$ cat config.mk
export PLATFORM = sky130hd
export DESIGN_NAME = prd_decoder
export DESIGN_NICKNAME = d
export VERILOG_FILES = /design/src/hdl/prd_decoder.v
export VERILOG_INCLUDE_DIRS = /design/src /design/src/hdl
export SDC_FILE = /design/constraint.sdc
export NUM_CORES = 1
export LEC_CHECK = 0
export BUFFER_PORTS_ARGS = -buffer_cell sky130_fd_sc_hd__buf_2
export CORE_MARGIN = 2
export CORE_UTILIZATION = 43
export CTS_BUF_LIST = sky130_fd_sc_hd__clkbuf_16
export DETAILED_ROUTE_END_ITERATION = 8
export PLACE_DENSITY = 0.68
export SLEW_MARGIN = 20
export SYNTH_ARGS = -nofsm -noshare
export SYNTH_HDL_FRONTEND = slang
export SYNTH_SLANG_ARGS = --single-unit
$ cat constraint.sdc
create_clock -name clk -period 11.2 [get_ports clk]
set_input_delay 0.56 -clock clk [delete_from_list [all_inputs] [get_ports clk]]
set_output_delay 0.56 -clock clk [all_outputs]
set_load 0.005 [all_outputs]
$ cat src/hdl/prd_map.vh
// Register map, field layout, codes and timing constants of the pulse reference decoder.
// Function
// Form 0 is sign plus pulse, active high; form 5 is the same, inverted.
// Form 1 counts forward and reverse pulses on two inputs; form 6 inverted.
// Form 2 decodes quadrature once per cycle; form 7 is the inverted version.
// Form 3 decodes quadrature twice per cycle; form 8 is the inverted version.
// Form 4 counts every edge of both phases; form 9 is the inverted version.
// Clear form 0 holds counter cleared while input high; form 2 while low.
// Clear form 1 clears the counter once on each rising clear edge.
// Clear form 3 clears the counter once on each falling clear edge.
// Clear operation 0 also clears the counter while the drive is base-blocked.
// Clear operation 1 never clears by itself; only the clear input does.
// Clear operation 2 also clears the counter while an alarm is raised.
// Filter select 0 suits line-driver inputs, 1 suits open-collector inputs.
// Clear operation 3 ignores the external clear input entirely.
// Counter adds one per forward count and subtracts one per reverse count.
`ifndef PRD_MAP_VH
`define PRD_MAP_VH

`define PRD_ADDR_CONFIG 8'h00
`define PRD_ADDR_COUNT 8'h04
`define PRD_ADDR_STATUS 8'h08

`define PRD_FORM_LSB 0
`define PRD_FORM_MSB 3
`define PRD_CLRSIG_LSB 4
`define PRD_CLRSIG_MSB 5
`define PRD_CLROP_LSB 6
`define PRD_CLROP_MSB 7
`define PRD_FILT_BIT 8
`define PRD_CONFIG_RESET 9'h000

`define PRD_FORM_SIGN 4'h0
`define PRD_FORM_CWCCW 4'h1
`define PRD_FORM_QX1 4'h2
`define PRD_FORM_QX2 4'h3
`define PRD_FORM_QX4 4'h4
`define PRD_FORM_NEG_FIRST 4'h5
`define PRD_FORM_NEG_LAST 4'h9

`define PRD_CLRSIG_HIGH 2'h0
`define PRD_CLRSIG_RISE 2'h1
`define PRD_CLRSIG_LOW 2'h2
`define PRD_CLRSIG_FALL 2'h3

`define PRD_CLROP_BASEBLOCK 2'h0
`define PRD_CLROP_NONE 2'h1
`define PRD_CLROP_ALARM 2'h2
`define PRD_CLROP_IGNORE 2'h3

`define PRD_CLK_MHZ 40
`define PRD_FILT_LD_NS 50
`define PRD_FILT_OC_NS 250
`define PRD_FILT_LD_CYC ((`PRD_FILT_LD_NS * `PRD_CLK_MHZ + 999) / 1000)
`define PRD_FILT_OC_CYC ((`PRD_FILT_OC_NS * `PRD_CLK_MHZ + 999) / 1000)

`define PRD_RESP_OKAY 2'h0
`define PRD_RESP_SLVERR 2'h2

`endif

$ cat src/hdl/prd_decoder.v
// Pulse reference decoder with input filters, error counter and AXI4-Lite registers.
`timescale 1ns/1ps
`include "prd_map.vh"

module prd_filter (
    input wire clk,
    input wire reset_n,
    input wire rawIn,
    input wire [3:0] limit,
    output reg filtOut
);
    reg [3:0] stableCount;

    // A change is passed on only after it has held for limit cycles.
    always @(posedge clk or negedge reset_n) begin
        if (!reset_n) begin
            stableCount <= 4'h0;
            filtOut <= 1'b0;
        end else if (rawIn == filtOut) begin
            stableCount <= 4'h0;
        end else if (stableCount >= limit - 4'h1) begin
            stableCount <= 4'h0;
            filtOut <= rawIn;
        end else begin
            stableCount <= stableCount + 4'h1;
        end
    end
endmodule

module prd_decoder (
    input wire clk,
    input wire reset_n,
    input wire [7:0] awaddr,
    input wire awvalid,
    output wire awready,
    input wire [31:0] wdata,
    input wire [3:0] wstrb,
    input wire wvalid,
    output wire wready,
    output reg [1:0] bresp,
    output reg bvalid,
    input wire bready,
    input wire [7:0] araddr,
    input wire arvalid,
    output wire arready,
    output reg [31:0] rdata,
    output reg [1:0] rresp,
    output reg rvalid,
    input wire rready,
    input wire pulseA,
    input wire pulseB,
    input wire errorClearInput,
    input wire baseBlock,
    input wire alarm,
    output reg [31:0] errorCount
);
    localparam integer LD_CYC_FULL = `PRD_FILT_LD_CYC;
    localparam integer OC_CYC_FULL = `PRD_FILT_OC_CYC;
    // Both counts fit the four-bit filter counter, so the upper bits are cut on purpose.
    localparam [3:0] LD_CYC = LD_CYC_FULL[3:0];
    localparam [3:0] OC_CYC = OC_CYC_FULL[3:0];

    reg [8:0] ctrlWord;
    wire [3:0] pulseForm;
    wire [1:0] clearForm;
    wire [1:0] clearOp;
    wire filterSel;
    wire [3:0] filtLimit;
    wire filtA;
    wire filtB;
    wire filtClr;

    assign pulseForm = ctrlWord[`PRD_FORM_MSB:`PRD_FORM_LSB];
    assign clearForm = ctrlWord[`PRD_CLRSIG_MSB:`PRD_CLRSIG_LSB];
    assign clearOp = ctrlWord[`PRD_CLROP_MSB:`PRD_CLROP_LSB];
    assign filterSel = ctrlWord[`PRD_FILT_BIT];

    // The open-collector setting trades response time for noise immunity.
    assign filtLimit = filterSel ? OC_CYC : LD_CYC;

    prd_filter filterA (
        .clk(clk),
        .reset_n(reset_n),
        .rawIn(pulseA),
        .limit(filtLimit),
        .filtOut(filtA)
    );

    prd_filter filterB (
        .clk(clk),
        .reset_n(reset_n),
        .rawIn(pulseB),
        .limit(filtLimit),
        .filtOut(filtB)
    );

    prd_filter filterClr (
        .clk(clk),
        .reset_n(reset_n),
        .rawIn(errorClearInput),
        .limit(filtLimit),
        .filtOut(filtClr)
    );

    reg negLogic;
    reg [3:0] baseForm;
    wire curA;
    wire curB;
    reg prevA;
    reg prevB;
    reg prevClr;
    wire aRise;
    wire aEdge;
    wire bRise;
    wire bEdge;
    reg countUp;
    reg countDown;

    // Forms 5 to 9 repeat forms 0 to 4 on inverted inputs.
    always @* begin
        negLogic = 1'b0;
        baseForm = pulseForm;
        if (pulseForm >= `PRD_FORM_NEG_FIRST && pulseForm <= `PRD_FORM_NEG_LAST) begin
            negLogic = 1'b1;
            baseForm = pulseForm - `PRD_FORM_NEG_FIRST;
        end
    end

    assign curA = filtA ^ negLogic;
    assign curB = filtB ^ negLogic;
    assign aRise = curA & ~prevA;
    assign aEdge = curA ^ prevA;
    assign bRise = curB & ~prevB;
    assign bEdge = curB ^ prevB;

    // In the quadrature forms A leading B is forward; a step where both phases move is invalid and dropped.
    always @* begin
        countUp = 1'b0;
        countDown = 1'b0;
        case (baseForm)
            `PRD_FORM_SIGN: begin
                if (aRise) begin
                    countUp = ~curB;
                    countDown = curB;
                end
            end
            `PRD_FORM_CWCCW: begin
                countUp = aRise & ~bRise;
                countDown = bRise & ~aRise;
            end
            `PRD_FORM_QX1: begin
                if (aRise && !bEdge) begin
                    countUp = ~curB;
                    countDown = curB;
                end
            end
            `PRD_FORM_QX2: begin
                if (aEdge && !bEdge) begin
                    countUp = curA ^ prevB;
                    countDown = ~(curA ^ prevB);
                end
            end
            `PRD_FORM_QX4: begin
                if (aEdge ^ bEdge) begin
                    countUp = curA ^ prevB;
                    countDown = ~(curA ^ prevB);
                end
            end
            default: begin
                countUp = 1'b0;
                countDown = 1'b0;
            end
        endcase
    end

    reg inputClear;
    wire eventClear;
    wire clearNow;

    always @* begin
        inputClear = 1'b0;
        case (clearForm)
            `PRD_CLRSIG_HIGH: inputClear = filtClr;
            `PRD_CLRSIG_RISE: inputClear = filtClr & ~prevClr;
            `PRD_CLRSIG_LOW: inputClear = ~filtClr;
            `PRD_CLRSIG_FALL: inputClear = ~filtClr & prevClr;
            default: inputClear = 1'b0;
        endcase
        if (clearOp == `PRD_CLROP_IGNORE) begin
            inputClear = 1'b0;
        end
    end

    // Operation 1 adds no event of its own, so only the input term remains.
    assign eventClear = (clearOp == `PRD_CLROP_BASEBLOCK && baseBlock) ||
        (clearOp == `PRD_CLROP_ALARM && alarm);
    assign clearNow = inputClear | eventClear;

    // Clearing wins over a count in the same cycle, since a held clear must read zero.
    always @(posedge clk or negedge reset_n) begin
        if (!reset_n) begin
            errorCount <= 32'h00000000;
            prevA <= 1'b0;
            prevB <= 1'b0;
            prevClr <= 1'b0;
        end else begin
            prevA <= curA;
            prevB <= curB;
            prevClr <= filtClr;
            if (clearNow) begin
                errorCount <= 32'h00000000;
            end else if (countUp) begin
                errorCount <= errorCount + 32'h00000001;
            end else if (countDown) begin
                errorCount <= errorCount - 32'h00000001;
            end
        end
    end

    reg awHave;
    reg wHave;
    reg [7:0] awAddrQ;
    reg [31:0] wDataQ;
    reg [3:0] wStrbQ;

    assign awready = ~awHave & ~bvalid;
    assign wready = ~wHave & ~bvalid;
    assign arready = ~rvalid;

    // Address and data are latched separately, so the master may send them in any order.
    always @(posedge clk or negedge reset_n) begin
        if (!reset_n) begin
            awHave <= 1'b0;
            wHave <= 1'b0;
            awAddrQ <= 8'h00;
            wDataQ <= 32'h00000000;
            wStrbQ <= 4'h0;
            bvalid <= 1'b0;
            bresp <= `PRD_RESP_OKAY;
            ctrlWord <= `PRD_CONFIG_RESET;
        end else begin
            if (awvalid && awready) begin
                awHave <= 1'b1;
                awAddrQ <= awaddr;
            end
            if (wvalid && wready) begin
                wHave <= 1'b1;
                wDataQ <= wdata;
                wStrbQ <= wstrb;
            end
            if (awHave && wHave && !bvalid) begin
                awHave <= 1'b0;
                wHave <= 1'b0;
                bvalid <= 1'b1;
                bresp <= `PRD_RESP_OKAY;
                if (awAddrQ == `PRD_ADDR_CONFIG) begin
                    if (wStrbQ[0]) begin
                        ctrlWord[7:0] <= wDataQ[7:0];
                    end
                    if (wStrbQ[1]) begin
                        ctrlWord[8] <= wDataQ[8];
                    end
                end else if (awAddrQ == `PRD_ADDR_COUNT) begin
                    bresp <= `PRD_RESP_OKAY;
                end else if (awAddrQ == `PRD_ADDR_STATUS) begin
                    bresp <= `PRD_RESP_OKAY;
                end else begin
                    bresp <= `PRD_RESP_SLVERR;
                end
            end else if (bvalid && bready) begin
                bvalid <= 1'b0;
            end
        end
    end

    // Count and status are sampled at the edge that takes the read address.
    always @(posedge clk or negedge reset_n) begin
        if (!reset_n) begin
            rvalid <= 1'b0;
            rdata <= 32'h00000000;
            rresp <= `PRD_RESP_OKAY;
        end else if (arvalid && arready) begin
            rvalid <= 1'b1;
            rresp <= `PRD_RESP_OKAY;
            if (araddr == `PRD_ADDR_CONFIG) begin
                rdata <= {23'h000000, ctrlWord};
            end else if (araddr == `PRD_ADDR_COUNT) begin
                rdata <= errorCount;
            end else if (araddr == `PRD_ADDR_STATUS) begin
                rdata <= {28'h0000000, clearNow, filtClr, curB, curA};
            end else begin
                rdata <= 32'h00000000;
                rresp <= `PRD_RESP_SLVERR;
            end
        end else if (rvalid && rready) begin
            rvalid <= 1'b0;
        end
    end
endmodule

### Word level (Yosys, flattened, before mapping)

Cells that the tools add are included.

| storage, ports and cells | value |
|---|---|
| register bits after elaboration | 118 |
| bits in read-only memories | 0 |
| word-level logic and storage cells | 151 |
| bits of input ports | 64 |
| output and inout bits | 73 |
| bits in latches | 0 |
| memory bits (writable) | 0 |
| memories kept | 0 |

| cells by class | value |
|---|---|
| shift-type cells | 0 |
| eq/ne operators | 16 |
| reductions and logical operators | 30 |
| $mul | 0 |
| muxes and demuxes | 41 |
| div/mod/pow operators | 0 |
| magnitude comparators | 5 |
| bitwise operators | 30 |
| $add $sub $neg | 7 |

Operators with widths:

| cell | count |
|---|---|
| two-way mux 32 bit | 5 |
| two-way mux 4 bit | 9 |
| adder 32 x 1 -> 32 bit, second input constant | 1 |
| subtractor 32 x 1 -> 32 bit, second input constant | 1 |
| two-way mux 1 bit | 18 |
| == test 8 x 3 -> 1 bit, second input constant | 2 |
| == test 8 x 4 -> 1 bit, second input constant | 2 |
| logical NOT 8 bit | 2 |
| inverter 1 bit | 15 |
| adder 4 x 1 -> 4 bit, second input constant | 3 |
| greater-or-equal comparator 4 bit | 3 |
| logical AND 1 bit | 12 |
| two-way mux 2 bit | 6 |
| one-hot mux 1 bit (5 select lines) | 2 |
| AND 1 bit | 8 |
| == test 2 bit, second input constant | 4 |
| == test 4 x 2 -> 1 bit, second input constant | 2 |
| nonzero test 2 bit | 4 |
| AND reduction 2 bit | 3 |
| AND reduction 3 bit | 2 |
| XOR 1 bit | 6 |
| == test 4 x 1 -> 1 bit, second input constant | 1 |
| == test 4 x 3 -> 1 bit, second input constant | 1 |
| greater-or-equal comparator 4 x 3 -> 1 bit, second input constant | 1 |
| other kinds (12) | 16 |

### Logic depth before layout (Yosys ltp)

Gate-level depths: netlist of run 1.

| logic depth | value |
|---|---|
| word-level depth | 12 |
| depth in mapped cells | 25 |
| depth with buffers taken out | 22 |

### By module

A second synthesis of run 1 with hierarchy kept.

| second synthesis, totals | value |
|---|---|
| cells, all modules | 775 |
| area total of the unflattened synthesis | 7332.0 um^2 |

By module, submodules not included:

| module | area each (um^2) | cells an instance | instances | seq. area each (um^2) |
|---|---|---|---|---|
| prd_decoder | 6251.0 | 676 | 1 | 2527.4 |
| prd_filter | 360.3 | 33 | 3 | 125.1 |

### Worst setup path before layout of run 1

Ideal clock, no wire load.

| timing | value |
|---|---|
| path kind | reg-to-reg |
| start point | register ctrlWord[0] |
| end point | register errorCount[30] |
| data required time | 11108 ps |
| path slack | 5380 ps |
| clock period less this slack | 5820 ps |
| setup time | 92 ps |
| data arrival time | 5728 ps |
| cell stages (with the launch flop) | 25 |
| buffers on the path | 2 |
| cells stage by stage | dfrtp_1 -> buf_2 -> inv_1 -> ha_1 -> buf_4 -> nor2_1 -> a2bb2oi_1 -> xor2_1 -> inv_1 -> ha_1 -> inv_1 -> ha_1 -> a311o_1 -> a21oi_1 -> o21ai_0 -> and3_1 -> ha_1 -> nand3_2 -> a21oi_2 -> o2111ai_1 -> a2111o_1 -> a2111oi_4 -> o211ai_1 -> and4_1 -> o31ai_2 |

| on the way | value |
|---|---|
| elaborated cells between the ends (all ways) | 41 |
| those cells by class | 1 x add/sub; 2 x order compare; 4 x eq/ne; 14 x mux; 14 x bitwise; 6 x reduce/logical |

RTL lines:

| item | line | RTL |
|---|---|---|
| start, declared | prd_decoder.v:63 | `reg [8:0] ctrlWord;` |
| start signal, assigned | prd_decoder.v:240 | `` ctrlWord <= `PRD_CONFIG_RESET; `` |
| start signal, assigned | prd_decoder.v:258 | `ctrlWord[7:0] <= wDataQ[7:0];` |
| greater-or-equal comparator 4 x 3 -> 1 bit (no source line) / less-or-equal comparator 4 bit (equally long branches) | n/a |  |
| logical AND 1 bit (no source line) (*) | n/a |  |
| two-way mux 1 bit (*) | prd_decoder.v:123 | `` if (pulseForm >= `PRD_FORM_NEG_FIRST && pulseForm <= `PRD_FORM_NEG_LAST) begin `` |
| XOR 1 bit (*) | prd_decoder.v:129 | `assign curA = filtA ^ negLogic;` |
| net curA | prd_decoder.v:107 | `wire curA;` |
| XOR 1 bit / AND 1 bit (equally long branches) | prd_decoder.v:132, prd_decoder.v:131 |  |
| XOR 1 bit (tied with other cells) | prd_decoder.v:164 | `if (aEdge ^ bEdge) begin` |
| two-way mux 1 bit (on tied branches) | prd_decoder.v:164, prd_decoder.v:152, prd_decoder.v:158 |  |
| one-hot mux 1 bit (5 select lines) | prd_decoder.v:140 | `case (baseForm)` |
| two-way mux 32 bit | prd_decoder.v:212 | `end else if (countUp) begin` |
| two-way mux 32 bit | prd_decoder.v:210 | `if (clearNow) begin` |
| end signal, assigned | prd_decoder.v:213 | `errorCount <= errorCount + 32'h00000001;` |
| end signal, assigned | prd_decoder.v:215 | `errorCount <= errorCount - 32'h00000001;` |
| end, declared | prd_decoder.v:55 | `output reg [31:0] errorCount` |

Mark *: on every way through the listed nets, which the timed path passes. The rest lies on a longest branch.
A chain may end at the register's enable or synchronous reset.

### Final worst setup path of run 1

| timing | value |
|---|---|
| start point | register ctrlWord[1] |
| end point | register errorCount[30] |

The elaborated chain is that of the path after synthesis.

==> results of run 1 <==
## power groups by stage
stage               clock network [mW]  registers [mW]  logic, mW
floorplan                            0           0.618       1.13
global placement                     0           0.644       1.40
detailed placement                   0           0.647       1.41
CTS                              0.510           0.640       1.43
global route                     0.531           0.658       1.62
finish                           0.499           0.641       1.43
## state kept, by name, summed over array words and instances (netlist names), 2 cells and up
| signal | cells |
|---|---|
| filterClr.stableCount | 4 |
| ctrlWord | 9 |
| awAddrQ | 8 |
| rdata | 32 |
| filterB.stableCount | 4 |
| wStrbQ | 2 |
| errorCount | 32 |
| wDataQ | 9 |
| filterA.stableCount | 4 |
## per-layer routing
layer / vias up / share of wire [%]
li1: 2825 / -
met1: 2609 / 49
met2: 125 / 45
met3: 11 / 4.9
met4: 0 / 1.0
met5: - / 0
## logic make-up (layout without fill, tap and decap cells)
family	count (synthesis)	after routing	synth area share (%)
flops	116	116	41.8
simple gates	239	239	16.5
other cells	1	2	0.0541
xor+xnor	30	30	3.79
buf+inv	59	174	3.57
fa+ha+maj	55	55	10.0
mux	42	42	6.62
compound gates	189	189	17.6
## area by class of cell
| cell class | count | share of cell area, % |
|---|---|---|
| Multi-Input combinational cell | 557 | 46.4 |
| Sequential cell | 116 | 35.3 |
| Timing Repair Buffer | 113 | 7.04 |
| Clock buffer | 17 | 5.18 |
| Tap cell | 216 | 3.29 |
| Clock inverter | 15 | 1.49 |
| Inverter | 29 | 1.32 |
## per-stage QoR
| step | total power [mW] | utilization (%) | cells |
|---|---|---|---|
| 2_1_floorplan | 1.75 | - | 732 |
| 3_3_place_gp | 2.05 | 48.5 | 1031 |
| 3_5_place_dp | 2.06 | 48.5 | 1031 |
| 4_1_cts | 2.58 | 51.9 | 1063 |
| 5_1_grt | 2.80 | 51.9 | 1063 |
| 6_report | 2.57 | 51.9 | 1063 |
## layout by cell type (no fill, tap or decap), types with 8 or more instances in the layout
cell type  netlist  routed
nor3_1           9       9
xor2_1          14      14
ha_1            54      54
nand2_1        111     110
xnor2_1         16      16
a21oi_1         51      50
inv_1           29      29
nor2_1          44      44
dfrtp_1        116     116
nand3_1         15      15
o21ai_0         58      58
mux2i_1         11      11
mux2_2          31      31
a211oi_1         8       8
o211ai_1        10      10
clkbuf_16        0      17
buf_2            6     108
a21o_1          12      12
## Yosys cell counts (all sizes together) (3+ instances only)
master	count
a31oi	5
inv	29
or3b	5
dfrtp	116
nand2b	6
a211oi	8
a31o	5
a21boi	4
mux2i	11
xor2	14
nor2b	6
or2	3
and2	6
nand2	111
ha	54
and3	4
o22a	4
nor3	9
a221oi	4
nand3b	3
o21ai	59
nand3	16
o31ai	3
o211ai	10
a21o	12
buf	10
clkbuf	20
a22oi	5
xnor2	16
nor2	44
nor4	5
nand4	5
a21oi	53
mux2	31
or3	7
## critical path, stage by stage, from the launching register on
cell and delay [ns]:
dfrtp_1 0.45, inv_1 0.15, ha_1 0.40, nand2b_4 0.10, a2bb2oi_1 0.28, xor2_1 0.32
inv_1 0.11, ha_1 0.29, inv_1 0.04, ha_1 0.27, a311o_1 0.27, a21oi_1 0.33
o21ai_0 0.19, and3_1 0.19, buf_4 0.26, ha_1 0.44, nand3_2 0.10, a21oi_2 0.15
o2111ai_1 0.23, a2111o_1 0.51, a2111oi_4 0.44, o211ai_1 0.18, and4_1 0.23, o31ai_2 0.21
## worst paths after layout
| check | start | cells after the start | slack (ns) | to |
|---|---|---|---|---|
| worst max-delay path | ctrlWord[1]$_DFFE_PN0P_ | 23 | 4.92 | errorCount[30]$_DFFE_PN0P_ |
| worst min register to register | rdata[22]$_DFFE_PN0P_ | 2 | 0.47 | rdata[22]$_DFFE_PN0P_ |
| worst min-delay path | reset_n | 1 | 0.14 | awAddrQ[0]$_DFFE_PN0P_ |
| worst max register to register | ctrlWord[1]$_DFFE_PN0P_ | 23 | 4.92 | errorCount[30]$_DFFE_PN0P_ |
| max in group asynchronous | reset_n | 2 | 9.73 | errorCount[22]$_DFFE_PN0P_ |
| min in group clk | bready | 2 | 0.32 | bvalid$_DFFE_PN0P_ |
==> metrics.md, run 1 <==
| Metric | Value |
|---|---|
| Status | complete, no violations |
| #FFs+latches synth | 116 |
| Initial antenna violation count | 0 |
| # Post-CTS Setup Buffers | 0 |
| Footprint of the multi-input gates | 3810 µm² |
| Die area | 17200 µm² |
| Switching Share | 43.6% |
| Max-slew violation total from the final report | 0 |
| Sequential Power Share | 25.0% |
| Setup CP Type | flop to flop |
| Clk pwr share | 19.4% |
| Fill count | 1452 |
| Critical Path RT | 11.52 ns |
| Cts repair resizes | 0 |
| Pleak | 3.95 nW |
| Final Cycle Share | 56.0% |
| Worst Setup Start Kind | flop |
| Fmax | 159 MHz |
| Syn avg cell area | 9.49 µm² |
| Critical path fanouts, max | 39 |
| FP Rows | 46 |
| Routed wire per std cell | 15.1 µm |
| Clk root buf | clkbuf_16 |
| CTS H-tree depth | 4 |
| Layout overhead on the synthesized area | 18.5% |
| Met1 Use GR | 27.6% |
| GR Overflow Total | 0 |
| I/O pin cnt | 137 |
| Die Y | 131 µm |
| Max-Cap Viols | 0 |
| FFs w/ async S/R, synth | 100% |
| Fraction of layout cells with a size suffix above 1 | 23.5% |
| Clock Path Buffers | 2 |
| Internal Dissipation | 1.45 mW |
| Post-synth top area share | 41.8% |
| Post-synthesis sequential area ratio | 41.8% |
| CTS Buf Count | 17 |
| Design Area, Final | 8220 µm² |
| Routability cong. | 0.864 |
| Input/output buffers | 109 |
| Pwr Density | 312 nW/µm² |
| Clk sinks | 116 |
| # DRC | 0 |
| Hold-fix buffers, CTS | 0 |
| Clock skew | 0.0143 ns |
| Die width | 131 µm |
| Pre-CTS setup slack | 5.01 ns |
| Largest net degree at the start of global routing | 72 |
| HPWL Detailed | 11500 µm |
| Tot GR Track Use | 19.7% |
| Global-route wire length before repair | 26200 µm |
| Most Used Layer, Global Route | met2 |
| Register area | 2900 µm² |
| Slew HR | 30.1% |
| Top cells by area, synth | dfrtp_1 (42%), ha_1 (9.7%), nand2_1 (6.0%), mux2_2 (5.0%), o21ai_0 (4.2%) |
| VDD IR max | 134 µV |
| Core Area | 15800 µm² |
| Post-synthesis cell type count | 67 |
| Fin. Hold Viols | 0 |
| Post-synthesis instance total | 731 |
| Gate power share | 55.6% |
| DR vias/cell | 5.24 |
| Setup TNS | 0 ns |
| Crit end category | flop |
| Vias in the first global route | 5196 |
| Via count | 5570 |
| RSZ-0062 raised after global routing | no |
| Min-delay worst type | input port to asynchronous set/reset pin |
| Final #Nets | 953 |
| Yosys top cell by area | dfrtp_1 |
| Worst skew pair latency | 0.42 ns |
| Clock slew at reported path FFs | 0.06 ns |
| Fin crit period | 6.28 ns |
| YS warnings | 0 |
| Predominant post-synthesis flop cell | dfrtp_1 |
| CTS tree | yes |
| Final WL | 16000 µm |
| CP Data Arrival Time | 6.60 ns |
| Slew at the pin closest to its max-slew limit | 1.05 ns |
| Final setup violation count | 0 |
| DP Area | 7670 µm² |
| NetSw | 1.12 mW |
| Starting Density | 43.8% |
| Met3 Use GR | 4.60% |
| Synth Cell Area | 6940 µm² |
| Diode count | 0 |
| Initial DRC Count | 290 |
| Final WS setup | 4.92 ns |
| EDFF count, synth | 0 |
| Worst hold margin | 0.139 ns |
| DRT antenna net count | 0 |
| Pre-antenna DRT Iters | 5 |
| Met2 Use GR | 30.2% |
Note: power is estimated with default switching activity, not from simulation.
==> run 2: changes to the inputs <==
==> constraint.sdc (replaced) <==
create_clock -name clk -period 6.5 [get_ports clk]
set_input_delay 0.325 -clock clk [delete_from_list [all_inputs] [get_ports clk]]
set_output_delay 0.325 -clock clk [all_outputs]
set_load 0.005 [all_outputs]
==> metrics.md, run 2 (same netlist as run 1, synthesis figures left out) <==
| Metric | Value |
|---|---|
| Status | complete, no violations |
| NetSw | 1.94 mW (+74%) |
| Pleak | 3.99 nW (+0.88%) |
| Fin. Hold Viols | 0 (unchanged) |
| Diode count | 0 (unchanged) |
| Most frequent cells in the layout | dfrtp_1 (116), nand2_1 (110), buf_2 (108) |
| Vias in the first global route | 5296 (+1.9%) |
| Die area | 17200 µm² (unchanged) |
| Clk sinks | 116 (unchanged) |
| Die Y | 131 µm (unchanged) |
| RSZ-0062 raised after global routing | no |
| CTS H-tree depth | 4 (unchanged) |
| Slew at the pin closest to its max-slew limit | 1.07 ns (+0.0228 ns) |
| Input/output buffers | 109 (unchanged) |
| Critical path fanouts, max | 16 (-59%) |
| CTS Buf Count | 17 (unchanged) |
| Largest net degree at the start of global routing | 64 (-11%) |
| Worst skew pair latency | 0.42 ns (about the same) |
| DRT antenna net count | 0 (unchanged) |
| Setup TNS | 0 ns (unchanged) |
| Internal Dissipation | 2.62 mW (+81%) |
| Reg-to-reg startpoint | ctrlWord[1]$_DFFE_PN0P_ |
| Pre-antenna DRT Iters | 4 (-1) |
| Design Area, Final | 8310 µm² (+1.1%) |
| Worst Hold Path Cells | 2 |
| Fill count | 1432 (-1.4%) |
| Clock Path Buffers | 2 (unchanged) |
| Gate power share | 55.6% (about the same) |
| Routability cong. | 0.896 (+3.8%) |
| Clk root buf | clkbuf_16 |
| Worst Setup Start Kind | flop |
| DR vias/cell | 5.25 (+0.16%) |
| Min-delay worst type | input port to flop |
| Max-slew violation total from the final report | 0 (unchanged) |
| Pre-CTS setup slack | 0.247 ns (-4.76 ns) |
| Worst hold margin | 0.0815 ns (-0.0573 ns) |
| Footprint of the multi-input gates | 3820 µm² (+0.43%) |
| CTS tree | yes |
| Final WS setup | 0.623 ns (-4.30 ns) |
| Die width | 131 µm (unchanged) |
| Global-route wire length before repair | 26800 µm (+2.3%) |
| End point of the critical path | errorCount[30]$_DFFE_PN0P_ |
| Layout overhead on the synthesized area | 19.8% |
| I/O pin cnt | 137 (unchanged) |
| Final setup violation count | 0 (unchanged) |
| Final #Nets | 958 (+0.52%) |
| Reg2Reg Depth | 23 (unchanged) |
| Max-Cap Viols | 0 (unchanged) |
| Clk pwr share | 20.1% (+0.7 points) |
| Switching Share | 42.6% (-0.94 points) |
| Clock slew at reported path FFs | 0.06 ns (about the same) |
| GR Overflow Total | 0 (unchanged) |
| Clock skew | 0.00617 ns (-0.00817 ns) |
| HPWL Detailed | 11800 µm (+2.4%) |
| Fin crit period | 5.88 ns (-0.400 ns) |
| VDD IR max | 237 µV (+77%) |
| Critical Path RT | 6.82 ns (-4.70 ns) |
| Initial antenna violation count | 0 (unchanged) |
| Tot GR Track Use | 20.2% (+0.47 points) |
| Pwr Density | 549 nW/µm² (+76%) |
| Setup CP Type | flop to flop |
| Reg2Reg Setup Slack | 0.62 ns (-4.30 ns) |
| WP depth | 23 (unchanged) |
| Routed wire per std cell | 15.3 µm (+1.8%) |
| Crit path buf inv count | 4 (unchanged) |
| Worst path cell trace | inv_1, ha_1, nand2b_4, a2bb2oi_1, xor2_1, inv_1, ha_1, inv_1, ha_1, a311o_1, a21oi_2, o21ai_0, and3_4, buf_4, fa_1, nand3_2, a21oi_2, o2111ai_1, a2111o_1, a2111oi_4, o211ai_1, and4_1, o31ai_2 |
| Most common cell after layout, fill and taps aside | dfrtp_1 |
| Final WL | 16400 µm (+2.2%) |
| FF-to-FF End | errorCount[30]$_DFFE_PN0P_ |
| Tot Pwr | 4.56 mW (+78%) |
| Core Area | 15800 µm² (unchanged) |
| Util after Layout | 52.5% (+0.57 points) |
| Max incr delay on CP | 0.50 ns (about the same) |
| Post-Place Cells | 1035 (+0.39%) |
| DP Area | 7700 µm² (+0.39%) |
| Register area | 2900 µm² (unchanged) |
| Top Registers | errorCount x32, rdata x32 |
| # DRC | 0 (unchanged) |
| Critical path launch point | ctrlWord[1]$_DFFE_PN0P_ |
| CP Data Arrival Time | 6.20 ns (-0.40 ns) |
| Fmax | 170 MHz (+6.8%) |
| Slew HR | 28.6% (-1.5 points) |
| Initial DRC Count | 400 (+38%) |
| CP max-delay cell | a2111o_1 |
| Crit end category | flop |
| Starting Density | 43.8% (unchanged) |
| Sequential Power Share | 24.3% (-0.7 points) |
| Layout Cells excl Fill | 1067 (+0.38%) |
| Top Family by Delay on Critical Path | compound AO/OA/AOI/OAI gates |
| FP Rows | 46 (unchanged) |
| Via count | 5600 (+0.54%) |
| Fraction of layout cells with a size suffix above 1 | 24.2% (+0.71 points) |
| Final Cycle Share | 90.4% (+34 points) |
[run 2: cell types whose count changed in the layout (fill, tap and decap cells not counted), moves of 2 or more]
cell	change
inv_6	-4
clkinvlp_4	+2
bufinv_16	+2
buf_4	+4
[run 2: routing by layer]
| layer | up-vias | global-route usage, % | routed length, µm |
|---|---|---|---|
| li1 | 2827 | - | - |
| met1 | 2640 | 27.8 | 7850 |
| met2 | 113 | 31.7 | 7590 |
| met3 | 20 | 4.60 | 662 |
| met4 | 0 | 6.63 | 273 |
| met5 | - | 0 | 0 |
[run 2: power by group through the flow]
| stage | clock, mW | combinational, mW | sequential (mW) |
|---|---|---|---|
| after floorplan | 0 | 1.94 | 1.07 |
| after global placement | 0 | 2.48 | 1.11 |
| after detailed placement | 0 | 2.50 | 1.12 |
| after CTS | 0.933 | 2.53 | 1.11 |
| after global routing | 0.969 | 2.88 | 1.13 |
| final | 0.917 | 2.54 | 1.11 |
[run 2: final cells by class]
class | instances | area share [%]
Timing Repair Buffer | 118 | 7.44
Clock inverter | 14 | 1.88
Tap cell | 216 | 3.25
Inverter | 29 | 1.31
Sequential cell | 116 | 34.9
Multi-Input combinational cell | 557 | 46.0
Clock buffer | 17 | 5.12
[run 2: worst min-delay path by stage]
stage	start	endpoint	slack, ns
3_3_place_gp	reset_n	awAddrQ[0]$_DFFE_PN0P_	0.41
2_1_floorplan	reset_n	awAddrQ[0]$_DFFE_PN0P_	0.03
4_1_cts	bready	bvalid$_DFFE_PN0P_	0.07
3_5_place_dp	reset_n	awAddrQ[0]$_DFFE_PN0P_	0.42
5_1_grt	bready	bvalid$_DFFE_PN0P_	0.08
6_report	bready	bvalid$_DFFE_PN0P_	0.08
[run 2: timing repair]
item,CTS,global route
setup buffers,0,0
endpoints found under the hold margin,53,0
endpoints found under the setup margin,0,14
resized for setup,0,4
hold buffers,1,0
